--- src/rtl/atsf_pkg.sv ---
// Constants and types for the converter trigger, sequencer and result queue
package atsf_pkg;
    localparam int CLK_MHZ = 100;
    localparam int GLITCH_NS = 10;
    localparam int GLITCH_RAW = (GLITCH_NS * CLK_MHZ + 999) / 1000;
    localparam logic [3:0] GLITCH_CYC = 4'((GLITCH_RAW < 1) ? 1 : GLITCH_RAW);
    localparam int CONV_MHZ = 12;
    localparam int CONV_US = 15;
    localparam logic [7:0] CONV_TICKS = 8'(CONV_US * CONV_MHZ);
    localparam logic [7:0] DIV_RST = 8'(CLK_MHZ / CONV_MHZ);
    localparam logic [3:0] START_DIV = 4'h4;
    localparam int DEPTH = 4;
    localparam int RES_W = 12;
    localparam logic [7:0] OFF_RESULT = 8'h00;
    localparam logic [7:0] OFF_START = 8'h04;
    localparam logic [7:0] OFF_CTRL = 8'h08;
    localparam logic [7:0] OFF_DELAY = 8'h0C;
    localparam logic [7:0] OFF_CLKSRC = 8'h10;
    localparam logic [7:0] OFF_GCFG = 8'h14;
    localparam int CTRL_EXT_BIT = 0;
    localparam int CTRL_POL_BIT = 1;
    localparam int CTRL_FREE_BIT = 2;
    localparam logic [2:0] CTRL_RST = 3'h0;
    localparam int DLY_START_LSB = 0;
    localparam int DLY_CLK_LSB = 8;
    localparam logic [11:0] DLY_RST = 12'h000;
    localparam int CLKSRC_SEL_BIT = 0;
    localparam int CLKSRC_DIV_LSB = 8;
    localparam int GCFG_MUX_LSB = 0;
    localparam int GCFG_EXTIN_BIT = 3;
    localparam int GCFG_DIFF_BIT = 4;
    localparam int GCFG_PANEL_LSB = 5;
    localparam int GCFG_PREF_LSB = 8;
    localparam int GCFG_NREF_LSB = 10;
    localparam logic [11:0] GCFG_RST = 12'h000;
    localparam int RES_PEN_BIT = 12;
    localparam int RES_OVF_BIT = 13;
    localparam int RES_DONE_BIT = 14;
    localparam int RES_VALID_BIT = 15;
    localparam logic [2:0] PANEL_X = 3'h2;
    localparam logic [2:0] PANEL_Y = 3'h1;
    localparam logic [2:0] PANEL_Z = 3'h4;
    localparam logic [2:0] PANEL_PEN = 3'h5;
    typedef enum logic [3:0] {
        ST_IDLE = 4'h1,
        ST_DELAY = 4'h2,
        ST_CONV = 4'h4,
        ST_PUSH = 4'h8
    } atsf_state_t;
endpackage

--- src/rtl/atsf_res_if.sv ---
// Result hand-off between the sequencer and the result queue
`timescale 1ns/1ns
interface atsf_res_if;
    logic req;
    logic ack;
    logic ovf;
    logic [11:0] data;
    modport src (output req, output data, input ack, input ovf);
    modport snk (input req, input data, output ack, output ovf);
endinterface

--- src/rtl/atsf_trigger.sv ---
// Trigger stage: pin filter, edge qualification, priming and lockout
`timescale 1ns/1ns
module atsf_trigger (
    input wire logic i_clk,
    input wire logic i_srst,
    input wire logic i_ext_trig,
    input wire logic i_edge_polarity,
    input wire logic i_ext_src,
    input wire logic i_free_run,
    input wire logic i_start_wr,
    input wire logic i_conv_done,
    output logic o_accept
);
    logic [1:0] sync;
    logic [3:0] stable_cnt;
    logic filt;
    logic filt_d;
    logic busy;
    logic armed;
    logic edge_hit;
    logic next_accept;

    always_ff @(posedge i_clk) begin
        if (i_srst) begin
            sync <= 2'h0;
        end else begin
            sync <= {sync[0], i_ext_trig};
        end
    end

    // A level must hold for the filter length before it is believed
    always_ff @(posedge i_clk) begin
        if (i_srst) begin
            stable_cnt <= 4'h0;
            filt <= 1'b0;
            filt_d <= 1'b0;
        end else begin
            filt_d <= filt;
            if (sync[1] == filt) begin
                stable_cnt <= 4'h0;
            end else if (stable_cnt == atsf_pkg::GLITCH_CYC - 4'h1) begin
                filt <= sync[1];
                stable_cnt <= 4'h0;
            end else begin
                stable_cnt <= stable_cnt + 4'h1;
            end
        end
    end

    assign edge_hit = i_edge_polarity ? (filt & ~filt_d)
                                      : (~filt & filt_d);
    assign next_accept = ~busy & (i_ext_src
        ? (edge_hit & (i_free_run | armed))
        : i_start_wr);

    always_ff @(posedge i_clk) begin
        if (i_srst) begin
            o_accept <= 1'b0;
            busy <= 1'b0;
            armed <= 1'b0;
        end else begin
            o_accept <= next_accept;
            if (next_accept) begin
                busy <= 1'b1;
            end else if (i_conv_done) begin
                busy <= 1'b0;
            end
            // A write arms the stage; the arm is spent by the edge it takes
            if (i_start_wr && i_ext_src && !i_free_run) begin
                armed <= 1'b1;
            end else if (next_accept) begin
                armed <= 1'b0;
            end
        end
    end
endmodule

--- src/rtl/atsf_fifo.sv ---
// Four-entry result queue on the system clock
`timescale 1ns/1ns
module atsf_fifo (
    input wire logic i_clk,
    input wire logic i_srst,
    input wire logic i_pop,
    input wire logic i_hold,
    atsf_res_if.snk res,
    output logic o_nempty,
    output logic [11:0] o_head
);
    logic [11:0] mem [0:atsf_pkg::DEPTH-1];
    logic [1:0] wp;
    logic [1:0] rp;
    logic [2:0] cnt;
    logic full;
    logic push;
    logic do_push;
    logic do_pop;

    assign full = (cnt == 3'(atsf_pkg::DEPTH));
    // A held system clock keeps the result out of the queue
    assign push = res.req & ~i_hold;
    assign res.ack = push;
    assign res.ovf = push & full;
    assign do_push = push & ~full;
    assign do_pop = i_pop & (cnt != 3'h0);
    assign o_nempty = (cnt != 3'h0);
    assign o_head = mem[rp];

    always_ff @(posedge i_clk) begin
        if (do_push) begin
            mem[wp] <= res.data;
        end
    end

    always_ff @(posedge i_clk) begin
        if (i_srst) begin
            wp <= 2'h0;
            rp <= 2'h0;
            cnt <= 3'h0;
        end else begin
            if (do_push) begin
                wp <= wp + 2'h1;
            end
            if (do_pop) begin
                rp <= rp + 2'h1;
            end
            cnt <= cnt + {2'h0, do_push} - {2'h0, do_pop};
        end
    end
endmodule

--- src/rtl/atsf_top.sv ---
// Converter control: registers, clocking, start delay, sequencer, outputs
//
// Notes on behaviour
// - Start on qualified pin edge (pin source) or any write to the start register (software source).
// - Polarity bit picks rising or falling pin edges.
// - Pin glitches filtered; pulses of 10 ns or more are accepted.
// - After a trigger, further triggers are ignored until done.
// - Free-run with pin source: every edge starts unless busy.
// - Primed mode: start write arms one edge; re-arm after each.
// - Start delay counts programmed ticks, then starts the sequencer.
// - Sequencer converts, pushes result into queue, then signals done.
// - Queue holds four results; result register read pops oldest.
// - Result arriving into full queue is dropped; overflow bit set.
// - Done is shown as a flag in the result register.
// - Interrupt high while queue holds data; drops one cycle per read.
// - Wake follows same rule and asserts before the interrupt.
// - In pen-contact mode wake also ORs the pen detector.
// - Clock select: divided system clock near 12 MHz or aux clock two.
// - Clock delay field adds that many delay units to the clock.
// - Converter clock runs converter, sequencer, start divider; trigger on system clock.
// - Queue runs on system clock; held clock keeps results out.
// - One conversion takes about 15 microseconds.
// - Input select drives the mux; external select picks mux or pin.
// - Eight single-ended or four differential; pos and neg mux outputs.
// - Panel codes: 010 X plate, 001 Y plate, 100 contact, 101 pen.
`timescale 1ns/1ns
module atsf_top (
    input wire logic i_clk,
    input wire logic i_srst,
    input wire logic i_hsel,
    input wire logic [31:0] i_haddr,
    input wire logic [1:0] i_htrans,
    input wire logic i_hwrite,
    input wire logic [2:0] i_hsize,
    input wire logic i_hready,
    input wire logic [31:0] i_hwdata,
    input wire logic i_ext_trig,
    input wire logic i_aux_clk2,
    input wire logic i_pen_contact,
    input wire logic i_sysclk_hold,
    input wire logic [11:0] i_conv_data,
    output logic [31:0] o_hrdata,
    output logic o_hreadyout,
    output logic o_hresp,
    output logic o_conv_tick,
    output logic o_conv_start,
    output logic o_done,
    output logic [2:0] o_mux_out_pos,
    output logic [2:0] o_mux_out_neg,
    output logic o_ext_in_sel,
    output logic o_diff_mode,
    output logic [3:0] o_panel_drive,
    output logic [1:0] o_pos_ref_sel,
    output logic [1:0] o_neg_ref_sel,
    output logic o_conv_irq_line,
    output logic o_conv_wake_line
);
    // Software-visible configuration
    logic ext_src;
    logic edge_polarity;
    logic free_run;
    logic [7:0] start_delay_count;
    logic [3:0] clock_delay_field;
    logic clock_source_select;
    logic [7:0] clk_div;
    logic [2:0] input_select_field;
    logic external_input_select;
    logic diff_mode;
    logic [2:0] panel_driver_field;
    logic [1:0] pos_reference_select;
    logic [1:0] neg_reference_select;

    // Bus pipeline
    logic ap_valid;
    logic dp_wr;
    logic [7:0] dp_addr;
    logic pop_req;
    logic start_wr;

    // Status
    logic done_flag;
    logic ovf_flag;
    logic read_drop;
    logic fifo_nempty;
    logic [11:0] fifo_head;
    logic [1:0] pen_sync;
    logic pen_mode;
    logic wake_fifo;

    // Clocking
    logic [7:0] div_cnt;
    logic src_tick;
    logic [2:0] aux_sync;
    logic [14:0] dly_sr;
    logic conv_tick;
    logic [3:0] sdiv_cnt;
    logic delay_tick;

    // Sequencer
    atsf_pkg::atsf_state_t state;
    logic [7:0] dcnt;
    logic [7:0] ccnt;
    logic accept;
    logic conv_done;
    logic [11:0] res_data;

    atsf_res_if res ();

    function automatic logic [31:0] read_value(input logic [7:0] addr,
        input logic [15:0] result_word, input logic [11:0] ctrl_word,
        input logic [11:0] dly_word, input logic [15:0] clk_word,
        input logic [11:0] gcfg_word);
        logic [31:0] value;
        value = 32'h0000_0000;
        if (addr == atsf_pkg::OFF_RESULT) begin
            value = {16'h0000, result_word};
        end else if (addr == atsf_pkg::OFF_CTRL) begin
            value = {20'h00000, ctrl_word};
        end else if (addr == atsf_pkg::OFF_DELAY) begin
            value = {20'h00000, dly_word};
        end else if (addr == atsf_pkg::OFF_CLKSRC) begin
            value = {16'h0000, clk_word};
        end else if (addr == atsf_pkg::OFF_GCFG) begin
            value = {20'h00000, gcfg_word};
        end
        return value;
    endfunction

    // Four plate drivers: {x+ to VCC, x- to GND, y+ to VCC, y- to GND}
    function automatic logic [3:0] panel_decode(input logic [2:0] code);
        logic [3:0] drv;
        drv = 4'h0;
        if (code == atsf_pkg::PANEL_X) begin
            drv = 4'hC;
        end else if (code == atsf_pkg::PANEL_Y) begin
            drv = 4'h3;
        end else if (code == atsf_pkg::PANEL_Z) begin
            drv = 4'h6;
        end
        return drv;
    endfunction

    assign o_hreadyout = 1'b1;
    assign o_hresp = 1'b0;
    assign ap_valid = i_hsel & i_htrans[1] & i_hready;
    assign pop_req = ap_valid & ~i_hwrite
        & (i_haddr[7:0] == atsf_pkg::OFF_RESULT);
    assign start_wr = dp_wr & (dp_addr == atsf_pkg::OFF_START);

    always_ff @(posedge i_clk) begin
        if (i_srst) begin
            dp_wr <= 1'b0;
            dp_addr <= 8'h00;
            o_hrdata <= 32'h0000_0000;
        end else begin
            dp_wr <= ap_valid & i_hwrite;
            dp_addr <= i_haddr[7:0];
            if (ap_valid && !i_hwrite) begin
                o_hrdata <= read_value(i_haddr[7:0],
                    {fifo_nempty, done_flag, ovf_flag,
                     pen_sync[1] & pen_mode, fifo_head},
                    {9'h000, free_run, edge_polarity, ext_src},
                    {clock_delay_field, start_delay_count},
                    {clk_div, 7'h00, clock_source_select},
                    {neg_reference_select, pos_reference_select,
                     panel_driver_field, diff_mode,
                     external_input_select, input_select_field});
            end
        end
    end

    always_ff @(posedge i_clk) begin
        if (i_srst) begin
            {free_run, edge_polarity, ext_src} <= atsf_pkg::CTRL_RST;
            {clock_delay_field, start_delay_count} <= atsf_pkg::DLY_RST;
            clock_source_select <= 1'b0;
            clk_div <= atsf_pkg::DIV_RST;
            {neg_reference_select, pos_reference_select, panel_driver_field,
             diff_mode, external_input_select, input_select_field}
                <= atsf_pkg::GCFG_RST;
        end else if (dp_wr) begin
            if (dp_addr == atsf_pkg::OFF_CTRL) begin
                ext_src <= i_hwdata[atsf_pkg::CTRL_EXT_BIT];
                edge_polarity <= i_hwdata[atsf_pkg::CTRL_POL_BIT];
                free_run <= i_hwdata[atsf_pkg::CTRL_FREE_BIT];
            end else if (dp_addr == atsf_pkg::OFF_DELAY) begin
                start_delay_count <= i_hwdata[atsf_pkg::DLY_START_LSB +: 8];
                clock_delay_field <= i_hwdata[atsf_pkg::DLY_CLK_LSB +: 4];
            end else if (dp_addr == atsf_pkg::OFF_CLKSRC) begin
                clock_source_select <= i_hwdata[atsf_pkg::CLKSRC_SEL_BIT];
                clk_div <= i_hwdata[atsf_pkg::CLKSRC_DIV_LSB +: 8];
            end else if (dp_addr == atsf_pkg::OFF_GCFG) begin
                input_select_field <= i_hwdata[atsf_pkg::GCFG_MUX_LSB +: 3];
                external_input_select <= i_hwdata[atsf_pkg::GCFG_EXTIN_BIT];
                diff_mode <= i_hwdata[atsf_pkg::GCFG_DIFF_BIT];
                panel_driver_field <= i_hwdata[atsf_pkg::GCFG_PANEL_LSB +: 3];
                pos_reference_select <= i_hwdata[atsf_pkg::GCFG_PREF_LSB +: 2];
                neg_reference_select <= i_hwdata[atsf_pkg::GCFG_NREF_LSB +: 2];
            end
        end
    end

    // Converter clock source: system clock divider or auxiliary clock two
    always_ff @(posedge i_clk) begin
        if (i_srst) begin
            div_cnt <= 8'h00;
            aux_sync <= 3'h0;
        end else begin
            aux_sync <= {aux_sync[1:0], i_aux_clk2};
            if ({1'b0, div_cnt} + 9'h001 >= {1'b0, clk_div}) begin
                div_cnt <= 8'h00;
            end else begin
                div_cnt <= div_cnt + 8'h01;
            end
        end
    end

    assign src_tick = clock_source_select
        ? (aux_sync[1] & ~aux_sync[2])
        : ({1'b0, div_cnt} + 9'h001 >= {1'b0, clk_div});

    // Each delay unit is one system clock; the tap picks the total delay
    always_ff @(posedge i_clk) begin
        if (i_srst) begin
            dly_sr <= 15'h0000;
        end else begin
            dly_sr <= {dly_sr[13:0], src_tick};
        end
    end

    assign conv_tick = (clock_delay_field == 4'h0) ? src_tick
        : dly_sr[4'(clock_delay_field - 4'h1)];

    // The start delay runs on the converter clock divided down
    always_ff @(posedge i_clk) begin
        if (i_srst) begin
            sdiv_cnt <= 4'h0;
        end else if (conv_tick) begin
            if (sdiv_cnt == atsf_pkg::START_DIV - 4'h1) begin
                sdiv_cnt <= 4'h0;
            end else begin
                sdiv_cnt <= sdiv_cnt + 4'h1;
            end
        end
    end

    assign delay_tick = conv_tick
        & (sdiv_cnt == atsf_pkg::START_DIV - 4'h1);

    always_ff @(posedge i_clk) begin
        if (i_srst) begin
            o_conv_tick <= 1'b0;
        end else begin
            o_conv_tick <= conv_tick;
        end
    end

    atsf_trigger u_trigger (
        .i_clk(i_clk),
        .i_srst(i_srst),
        .i_ext_trig(i_ext_trig),
        .i_edge_polarity(edge_polarity),
        .i_ext_src(ext_src),
        .i_free_run(free_run),
        .i_start_wr(start_wr),
        .i_conv_done(conv_done),
        .o_accept(accept)
    );

    assign res.req = (state == atsf_pkg::ST_PUSH);
    assign res.data = res_data;
    assign conv_done = res.req & res.ack;

    always_ff @(posedge i_clk) begin
        if (i_srst) begin
            state <= atsf_pkg::ST_IDLE;
            dcnt <= 8'h00;
            ccnt <= 8'h00;
            res_data <= 12'h000;
            o_conv_start <= 1'b0;
            o_done <= 1'b0;
        end else begin
            o_conv_start <= 1'b0;
            o_done <= 1'b0;
            case (state)
                atsf_pkg::ST_IDLE: begin
                    dcnt <= 8'h00;
                    if (accept) begin
                        state <= atsf_pkg::ST_DELAY;
                    end
                end
                atsf_pkg::ST_DELAY: begin
                    if (dcnt == start_delay_count) begin
                        o_conv_start <= 1'b1;
                        ccnt <= 8'h00;
                        state <= atsf_pkg::ST_CONV;
                    end else if (delay_tick) begin
                        dcnt <= dcnt + 8'h01;
                    end
                end
                atsf_pkg::ST_CONV: begin
                    if (conv_tick) begin
                        // Conversion length is fixed in converter clocks
                        if (ccnt == atsf_pkg::CONV_TICKS - 8'h01) begin
                            res_data <= i_conv_data;
                            state <= atsf_pkg::ST_PUSH;
                        end else begin
                            ccnt <= ccnt + 8'h01;
                        end
                    end
                end
                atsf_pkg::ST_PUSH: begin
                    if (res.ack) begin
                        o_done <= 1'b1;
                        state <= atsf_pkg::ST_IDLE;
                    end
                end
                default: begin
                    state <= atsf_pkg::ST_IDLE;
                end
            endcase
        end
    end

    atsf_fifo u_fifo (
        .i_clk(i_clk),
        .i_srst(i_srst),
        .i_pop(pop_req),
        .i_hold(i_sysclk_hold),
        .res(res),
        .o_nempty(fifo_nempty),
        .o_head(fifo_head)
    );

    // Sticky status: a set in the same cycle as the clearing read wins
    always_ff @(posedge i_clk) begin
        if (i_srst) begin
            done_flag <= 1'b0;
            ovf_flag <= 1'b0;
            read_drop <= 1'b0;
            pen_sync <= 2'h0;
            o_conv_irq_line <= 1'b0;
        end else begin
            pen_sync <= {pen_sync[0], i_pen_contact};
            read_drop <= pop_req;
            if (conv_done) begin
                done_flag <= 1'b1;
            end else if (pop_req) begin
                done_flag <= 1'b0;
            end
            if (res.ovf) begin
                ovf_flag <= 1'b1;
            end else if (pop_req) begin
                ovf_flag <= 1'b0;
            end
            // Registered, so it trails the queue term of the wake line by one cycle
            o_conv_irq_line <= wake_fifo;
        end
    end

    assign pen_mode = (panel_driver_field == atsf_pkg::PANEL_PEN);
    assign wake_fifo = fifo_nempty & ~read_drop;
    assign o_conv_wake_line = wake_fifo
        | (pen_mode & pen_sync[1]);

    // Differential pairs sit on adjacent inputs: even positive, odd negative
    assign o_mux_out_pos = diff_mode
        ? {input_select_field[1:0], 1'b0} : input_select_field;
    assign o_mux_out_neg = diff_mode
        ? {input_select_field[1:0], 1'b1} : 3'h0;
    assign o_ext_in_sel = external_input_select;
    assign o_diff_mode = diff_mode;
    assign o_panel_drive = panel_decode(panel_driver_field);
    assign o_pos_ref_sel = pos_reference_select;
    assign o_neg_ref_sel = neg_reference_select;
endmodule

--- config.mk ---
export PLATFORM = sky130hd
export DESIGN_NAME = atsf_top
export DESIGN_NICKNAME = d
export VERILOG_FILES = /design/src/rtl/atsf_pkg.sv /design/src/rtl/atsf_res_if.sv /design/src/rtl/atsf_trigger.sv /design/src/rtl/atsf_fifo.sv /design/src/rtl/atsf_top.sv
export SDC_FILE = /design/constraint.sdc
export NUM_CORES = 1
export LEC_CHECK = 0
export ABC_AREA = 1
export BUFFER_PORTS_ARGS = -buffer_cell sky130_fd_sc_hd__buf_4
export CAP_MARGIN = 20
export CORE_ASPECT_RATIO = 0.5
export CORE_UTILIZATION = 51
export CTS_BUF_LIST = sky130_fd_sc_hd__clkbuf_16
export CTS_CLUSTER_DIAMETER = 100
export DETAILED_ROUTE_END_ITERATION = 10
export PLACE_DENSITY = 0.87
export SLEW_MARGIN = 20
export SYNTH_ARGS = -nofsm -noshare
export SYNTH_HDL_FRONTEND = slang
export SYNTH_SLANG_ARGS = --single-unit
--- constraint.sdc ---
create_clock -name i_clk -period 2.3 [get_ports i_clk]
set_input_delay 0.115 -clock i_clk [delete_from_list [all_inputs] [get_ports i_clk]]
set_output_delay 0.115 -clock i_clk [all_outputs]
set_load 0.02 [all_outputs]
Word level (Yosys, flattened, before mapping)
Memory sizes are Yosys's and may differ from the RTL's. A register that Yosys moved wholly into a read port is not among the register bits.
Index checks and enable logic that the tools add are counted.
{"block": "op_classes", "n_addsub": 11, "n_lt_le_gt_ge": 2, "eq_ne": 30, "n_mux": 43, "n_bitwise": 35, "reduce_logical": 28}
{"cell": "16-bit two-way mux", "n": 4}
{"cell": "8-bit two-way mux", "n": 5}
{"cell": "8-bit by 4-bit == test with 1-bit output (second input constant)", "n": 4}
{"cell": "8-bit by 5-bit == test with 1-bit output (second input constant)", "n": 4}
{"cell": "8-bit case mux with 2 select lines", "n": 2}
{"cell": "4-bit two-way mux", "n": 7}
{"cell": "8-bit by 1-bit adder with 8-bit output (second input constant)", "n": 3}
{"cell": "1-bit bitwise AND", "n": 19}
{"cell": "1-bit two-way mux", "n": 16}
{"cell": "4-bit case mux with 4 select lines", "n": 1}
{"cell": "1-bit inverter", "n": 14}
{"cell": "12-bit two-way mux", "n": 1}
{"cell": "3-bit two-way mux", "n": 4}
{"cell": "2-bit inequality test (second input constant)", "n": 6}
{"cell": "2-bit nonzero test", "n": 6}
{"cell": "5-bit AND reduction", "n": 2}
{"cell": "8-bit by 1-bit adder with 9-bit output (second input constant)", "n": 1}
{"cell": "3-bit == test (second input constant)", "n": 3}
{"cell": "9-bit by 8-bit greater-or-equal comparator with 1-bit output", "n": 1}
{"cell": "3-bit AND reduction", "n": 3}
{"cell": "4-bit by 1-bit adder with 4-bit output (second input constant)", "n": 2}
{"cell": "4-bit by 2-bit == test with 1-bit output (second input constant)", "n": 2}
{"cell": "8-bit by 3-bit == test with 1-bit output (second input constant)", "n": 1}
{"cell": "8-bit == test", "n": 1}
{"cell": "other kinds (25)", "n": 37}
{"block": "word_totals", "register_bits": 166, "ramBits": 48, "inputBits": 90, "out_inout_bits": 55, "mem_count": 1}
{"memory": "u_fifo.mem", "words": 4, "width": 12, "rd": 1, "rd_ports_with_merged_regs": 1, "write_ports": 1, "line": "atsf_fifo.sv:12", "source": "logic [11:0] mem [0:atsf_pkg::DEPTH-1];"}

Depth between registers and ports, before layout
{"block": "depth", "depth_word": 8, "mapped_depth": 24, "ltp_nobuf": 24}

By module
Synthesis repeated with hierarchy kept, for this count alone.
{"block": "unflattened", "hier_cells": 1105, "area_unflattened_um2": 9019.9}
{"module": "atsf_top", "n_inst": 1, "cells_per_inst": 862, "area_per_inst_um2": 6287.3}
{"module": "atsf_fifo", "n_inst": 1, "cells_per_inst": 186, "area_per_inst_um2": 2285.9}
{"module": "atsf_trigger", "n_inst": 1, "cells_per_inst": 57, "area_per_inst_um2": 446.7}

Worst setup path after synthesis
Ideal clock, no wire load.
{"block": "synth_path", "path_type": "register -> register", "from": "reg div_cnt[0]", "to": "reg dcnt[2]", "t_arrival_ns": 2.310, "required_ns": 2.185, "setup_slack_ns": -0.125, "stages_incl_launch_ff": 23, "n_path_buf": 1, "period_less_slack_ns": 2.425, "path_cell_list": "dfxtp_1 -> ha_1 -> nand2_1 -> inv_2 -> nand2_2 -> xor2_1 -> inv_1 -> ha_1 -> nand2_1 -> inv_1 -> nand2_1 -> nand3_1 -> nand2_1 -> nand2_1 -> nand2_1 -> nand2_1 -> nand2_2 -> nand3_2 -> nand3_1 -> nand2_1 -> buf_4 -> a21oi_1 -> nor2_1"}
{"block": "synth_via", "elab_chain_cells": 7}
{"element": "from (decl)", "line": "atsf_top.sv:91", "source": "logic [7:0] div_cnt;"}
{"element": "from (signal assigned)", "line": "atsf_top.sv:213", "source": "div_cnt <= div_cnt + 8'h01;"}
{"element": "8-bit by 1-bit adder with 9-bit output", "line": "atsf_top.sv:220", "source": ": ({1'b0, div_cnt} + 9'h001 >= {1'b0, clk_div});"}
{"element": "9-bit by 8-bit greater-or-equal comparator with 1-bit output", "line": "atsf_top.sv:220"}
{"element": "1-bit two-way mux", "line": "atsf_top.sv:219", "source": "? (aux_sync[1] & ~aux_sync[2])"}
{"element": "1-bit two-way mux", "line": "atsf_top.sv:231", "source": "assign conv_tick = (clock_delay_field == 4'h0) ? src_tick"}
{"element": "1-bit bitwise AND", "line": "atsf_top.sv:248", "source": "& (sdiv_cnt == atsf_pkg::START_DIV - 4'h1);"}
{"element": "2-bit inequality test (no source line)"}
{"element": "3-bit AND reduction (no source line)"}
{"element": "to (signal assigned)", "line": "atsf_top.sv:298", "source": "dcnt <= dcnt + 8'h01;"}
{"element": "to (decl)", "line": "atsf_top.sv:101", "source": "logic [7:0] dcnt;"}
No other way between the ends.
A chain may end at the register's enable or synchronous reset.

Final worst setup path
{"block": "layout_path", "from": "reg div_cnt[0]", "to": "reg sdiv_cnt[2]"}
{"block": "layout_via", "elab_chain_cells": 4}
{"element": "8-bit by 1-bit adder with 9-bit output", "line": "atsf_top.sv:220"}
{"element": "9-bit by 8-bit greater-or-equal comparator with 1-bit output", "line": "atsf_top.sv:220"}
{"element": "1-bit two-way mux", "line": "atsf_top.sv:219"}
{"element": "1-bit two-way mux", "line": "atsf_top.sv:231"}
{"element": "to (signal assigned)", "line": "atsf_top.sv:242", "source": "sdiv_cnt <= sdiv_cnt + 4'h1;"}
{"element": "to (decl)", "line": "atsf_top.sv:96", "source": "logic [3:0] sdiv_cnt;"}
No other way between the ends.

==> results.md <==
- Main combinational cell family by area after synthesis: simple AND/OR/NAND/NOR gates
- Iter 0 DRT Violations: 1097
- Clock power frac: 0.355
- Endpoints failing setup: 37
- CTS root buf: clkbuf_16
- Hold WC Path Type: primary input to flip-flop
- Leak: 4.70 nW
- Clk_skew: 0.0107 ns
- GRT Residual Overflow: 0
- CP required: 2.65 ns
- Max-cap violations: 0
- GPL Wtd Cong: between 0.9 and 1
- Most frequent cells in the layout: 157 x inv_1, 153 x nor2_1, 148 x dfxtp_1, 128 x nand2_1, 119 x buf_4
- DIE AREA: 17900 sq um
- Rows: 33
- Final hold vios: 0
- Post-DP HPWL: about 15 mm
- RSZ-0062 raised after global routing: true
- Switching share of total power: 0.312
- DR WL/cell: 16.7 um
- Cell count after synthesis: around 1100
- Max Root-Sink Buffers: 2
- Initial Util: 0.531
- Final Cycle Share: 1.18
- CORE AREA: 16600 sq um
- Syn Area/Cell: around 8.0 sq um
- Antenna violations before repair: 0
- Final wirelength: 24.8 mm
- Nets: 1357
- Critical path class: flip-flop to flip-flop
- Min Tclk post-route: 2.71 ns
- Worst VDD drop: 0.624 mV
- Violated checks: setup timing
- Commonest non-fill, non-tap cell in the layout: inv_1
- Worst Setup Start Kind: flip-flop
- TritonCTS buffer count: 17
- Htree depth: 4
- Slew Viols, Final: 0
- Yosys warns: 0
- Chip Width: 188 um
- R2R depth: 22
- Sink Count: 200
- Maximum fanout along the worst path: 7
- Compound-cell area share of the yosys netlist: 0.134
- Pin count of the biggest net entering global routing: 34
- Post-synthesis sequential area ratio: 0.507
- Worst hold path stage count: 3
- FF+latch count, synth: 200
- Cell variety after synth: 44
- DRT Pass-1 Iters: 8
- # IOs: 145
- Skew-Pair Late Insertion Delay: between 0.4 and 0.5 ns
- CTS clk-pin slew, worst paths: 0.08 ns
- Crit. End Element: flip-flop
- Worst hold margin: 0.00808 ns
- Xor/xnor cell area share of the yosys netlist: 0.0139
- Diodes inserted: 0
- DRC viols: 0
- Cell area power density: 792 nW/um^2
- Total power: roughly 8.9 mW
- Vias in the first global route: 7841
- Antenna viol nets, final: 0
- Int Power: 6.12 mW
- Worst slew pin tran: 0.528 ns
- Total GRT Usage: 0.267
- Max Clock Freq: 369 MHz
- Switching power: 2.78 mW
- Die height: 95.1 um
- Status: finished, violations left
- Layout area overhead: 27.0%
- Proportion of synthesized area in mux cells: 0
- Post-Synth Adder-Cell Area: 0.0320
- Mapped cell area: 8840 sq um
- Sequential power share: 0.441
- Layout cell share with drive strength beyond 1: 0.200
- Worst Slack Setup Final: -0.406 ns
- Max_slew headroom: 0.648
- Global-route wire length before repair: 37.6 mm
- Worst EP arrival: 3.06 ns
- Via count: 8313
- Port Buffers: between 80 and 90
- CTS tree: done
- Synth Area in Simple Gates: 0.202
- Vias/cell: 5.60
- Comb pwr share: 0.204
-- power groups by stage --
stage / Clock (mW) / Sequential, mW / Combinational [mW]
global placement: 0 / 3.97 / 1.29
global route: 3.30 / 3.94 / 1.97
CTS: 3.14 / 3.90 / 1.56
floorplan: 0 / 3.94 / 1.10
finish: 3.16 / 3.92 / 1.81
detailed placement: 0 / 3.98 / 1.38
-- final cells by class --
type / instances / area [sq um]
inverter: 175 / 669
clock buffer: 17 / 425
clock inverter: 15 / 199
tap: 227 / 284
timing repair buffer: 161 / 1330
fill: 1112 / 5410
sequential: 200 / 4490
multi-input combinational: 690 / 3830
-- sequential cells by signal (all words and copies together), names as in the netlist, 4 cells and up, named ones only --
signal	count
u_fifo.mem	48
o_hrdata	16
dly_sr	15
res.data	12
ccnt	8
clk_div	8
dcnt	8
div_cnt	8
dp_addr	8
start_delay_count	8
clock_delay_field	4
sdiv_cnt	4
state	4
u_trigger.stable_cnt	4
-- kinds of logic (layout without fill, tap and decap cells) --
family | after synthesis | count (layout)
and+or+nand+nor | 413 | 418
xor gates and xnor gates | 14 | 14
buffers and inverters | 230 | 368
DFF | 200 | 200
AOI/OAI and AO/OA | 218 | 218
adders and majority gates | 22 | 22
other | 2 | 18
-- cells in the mapped netlist, drive strengths merged --
cell,n,area (sq um)
inv,174,656
nor2,171,664
dfxtp,152,3040
nand2,150,588
o21ai,99,499
a21oi,77,385
edfxtp,48,1440
nand3,46,265
buf,31,223
clkbuf,24,90.1
ha,21,263
nor3,19,95.1
o22ai,17,106
nand4,15,93.8
xor2,11,96.3
a31oi,8,50.1
a22oi,5,37.5
or2,5,31.3
nand3b,3,22.5
o211ai,3,22.5
o221ai,3,26.3
xnor2,3,26.3
a221o,2,20.0
conb,2,7.51
nor3b,2,15.0
nor4,2,12.5
a22o,1,8.76
a32o,1,10.0
a32oi,1,8.76
clkinv,1,3.75
fa,1,20.0
o21bai,1,7.51
-- path summary, 6_finish.rpt --
kind / start / end / slack, ns
max reg2reg: div_cnt[0]$_SDFF_PP0_ / sdiv_cnt[2]$_SDFFE_PP0P_ / -0.41
min reg2reg: u_trigger.sync[0]$_SDFF_PP0_ / u_trigger.sync[1]$_SDFF_PP0_ / 0.41
min: i_hwdata[14] / clk_div[6]$_SDFFE_PP0P_ / 0.008
max: div_cnt[0]$_SDFF_PP0_ / sdiv_cnt[2]$_SDFFE_PP0P_ / -0.41
-- per-layer routing --
layer / global-route usage / vias to the layer above / part of all wire
met5: 0 / - / 0
met4: 0.131 / 0 / 0.043
met3: 0.0397 / 128 / 0.080
met2: 0.496 / 516 / 0.51
met1: 0.308 / 3844 / 0.37
li1: - / 3825 / -
-- metrics by stage --
stage               instance area (sq um)  std cells  utilization  setup slack, ns  setup TNS [ns]
floorplan                            8960       1115            -          -0.0824           -1.39
CTS                                 11000       1483        0.663           -0.178           -4.81
detailed placement                   9830       1406        0.590           -0.347          -10.16
global route                        11200       1485        0.675           -0.474          -12.37
global placement                     9830       1406        0.590           -0.231           -7.19
finish                              11200       1485        0.675           -0.406           -8.87
-- timing repair --
action | CTS | global route
cloned | 3 | 2
pin swaps | 5 | 21
buffers inserted | 4 | 0
endpoints found under the setup margin | 38 | 76
hold endpoints to repair | 52 | 0
hold buffers | 38 | 0
resized for setup | 31 | 49
-- worst max-delay path, stage by stage (launching register included) --
cell and delay (ns):
dfxtp_4 0.36, ha_4 0.16, nand2_2 0.05, inv_2 0.04, nand2_4 0.09, xor2_4 0.17, inv_2 0.06, ha_4 0.27
nand2_1 0.04, inv_1 0.07, nand3_1 0.07, nand3_1 0.07, nand2_1 0.05, nand2_1 0.05, nand2_1 0.06, nand2_1 0.08
nand2_2 0.07, nand3_4 0.11, nand2_8 0.11, buf_6 0.16, o21bai_1 0.18, nand2_1 0.11, nor2_1 0.16
(Power assumes the default switching activity.)
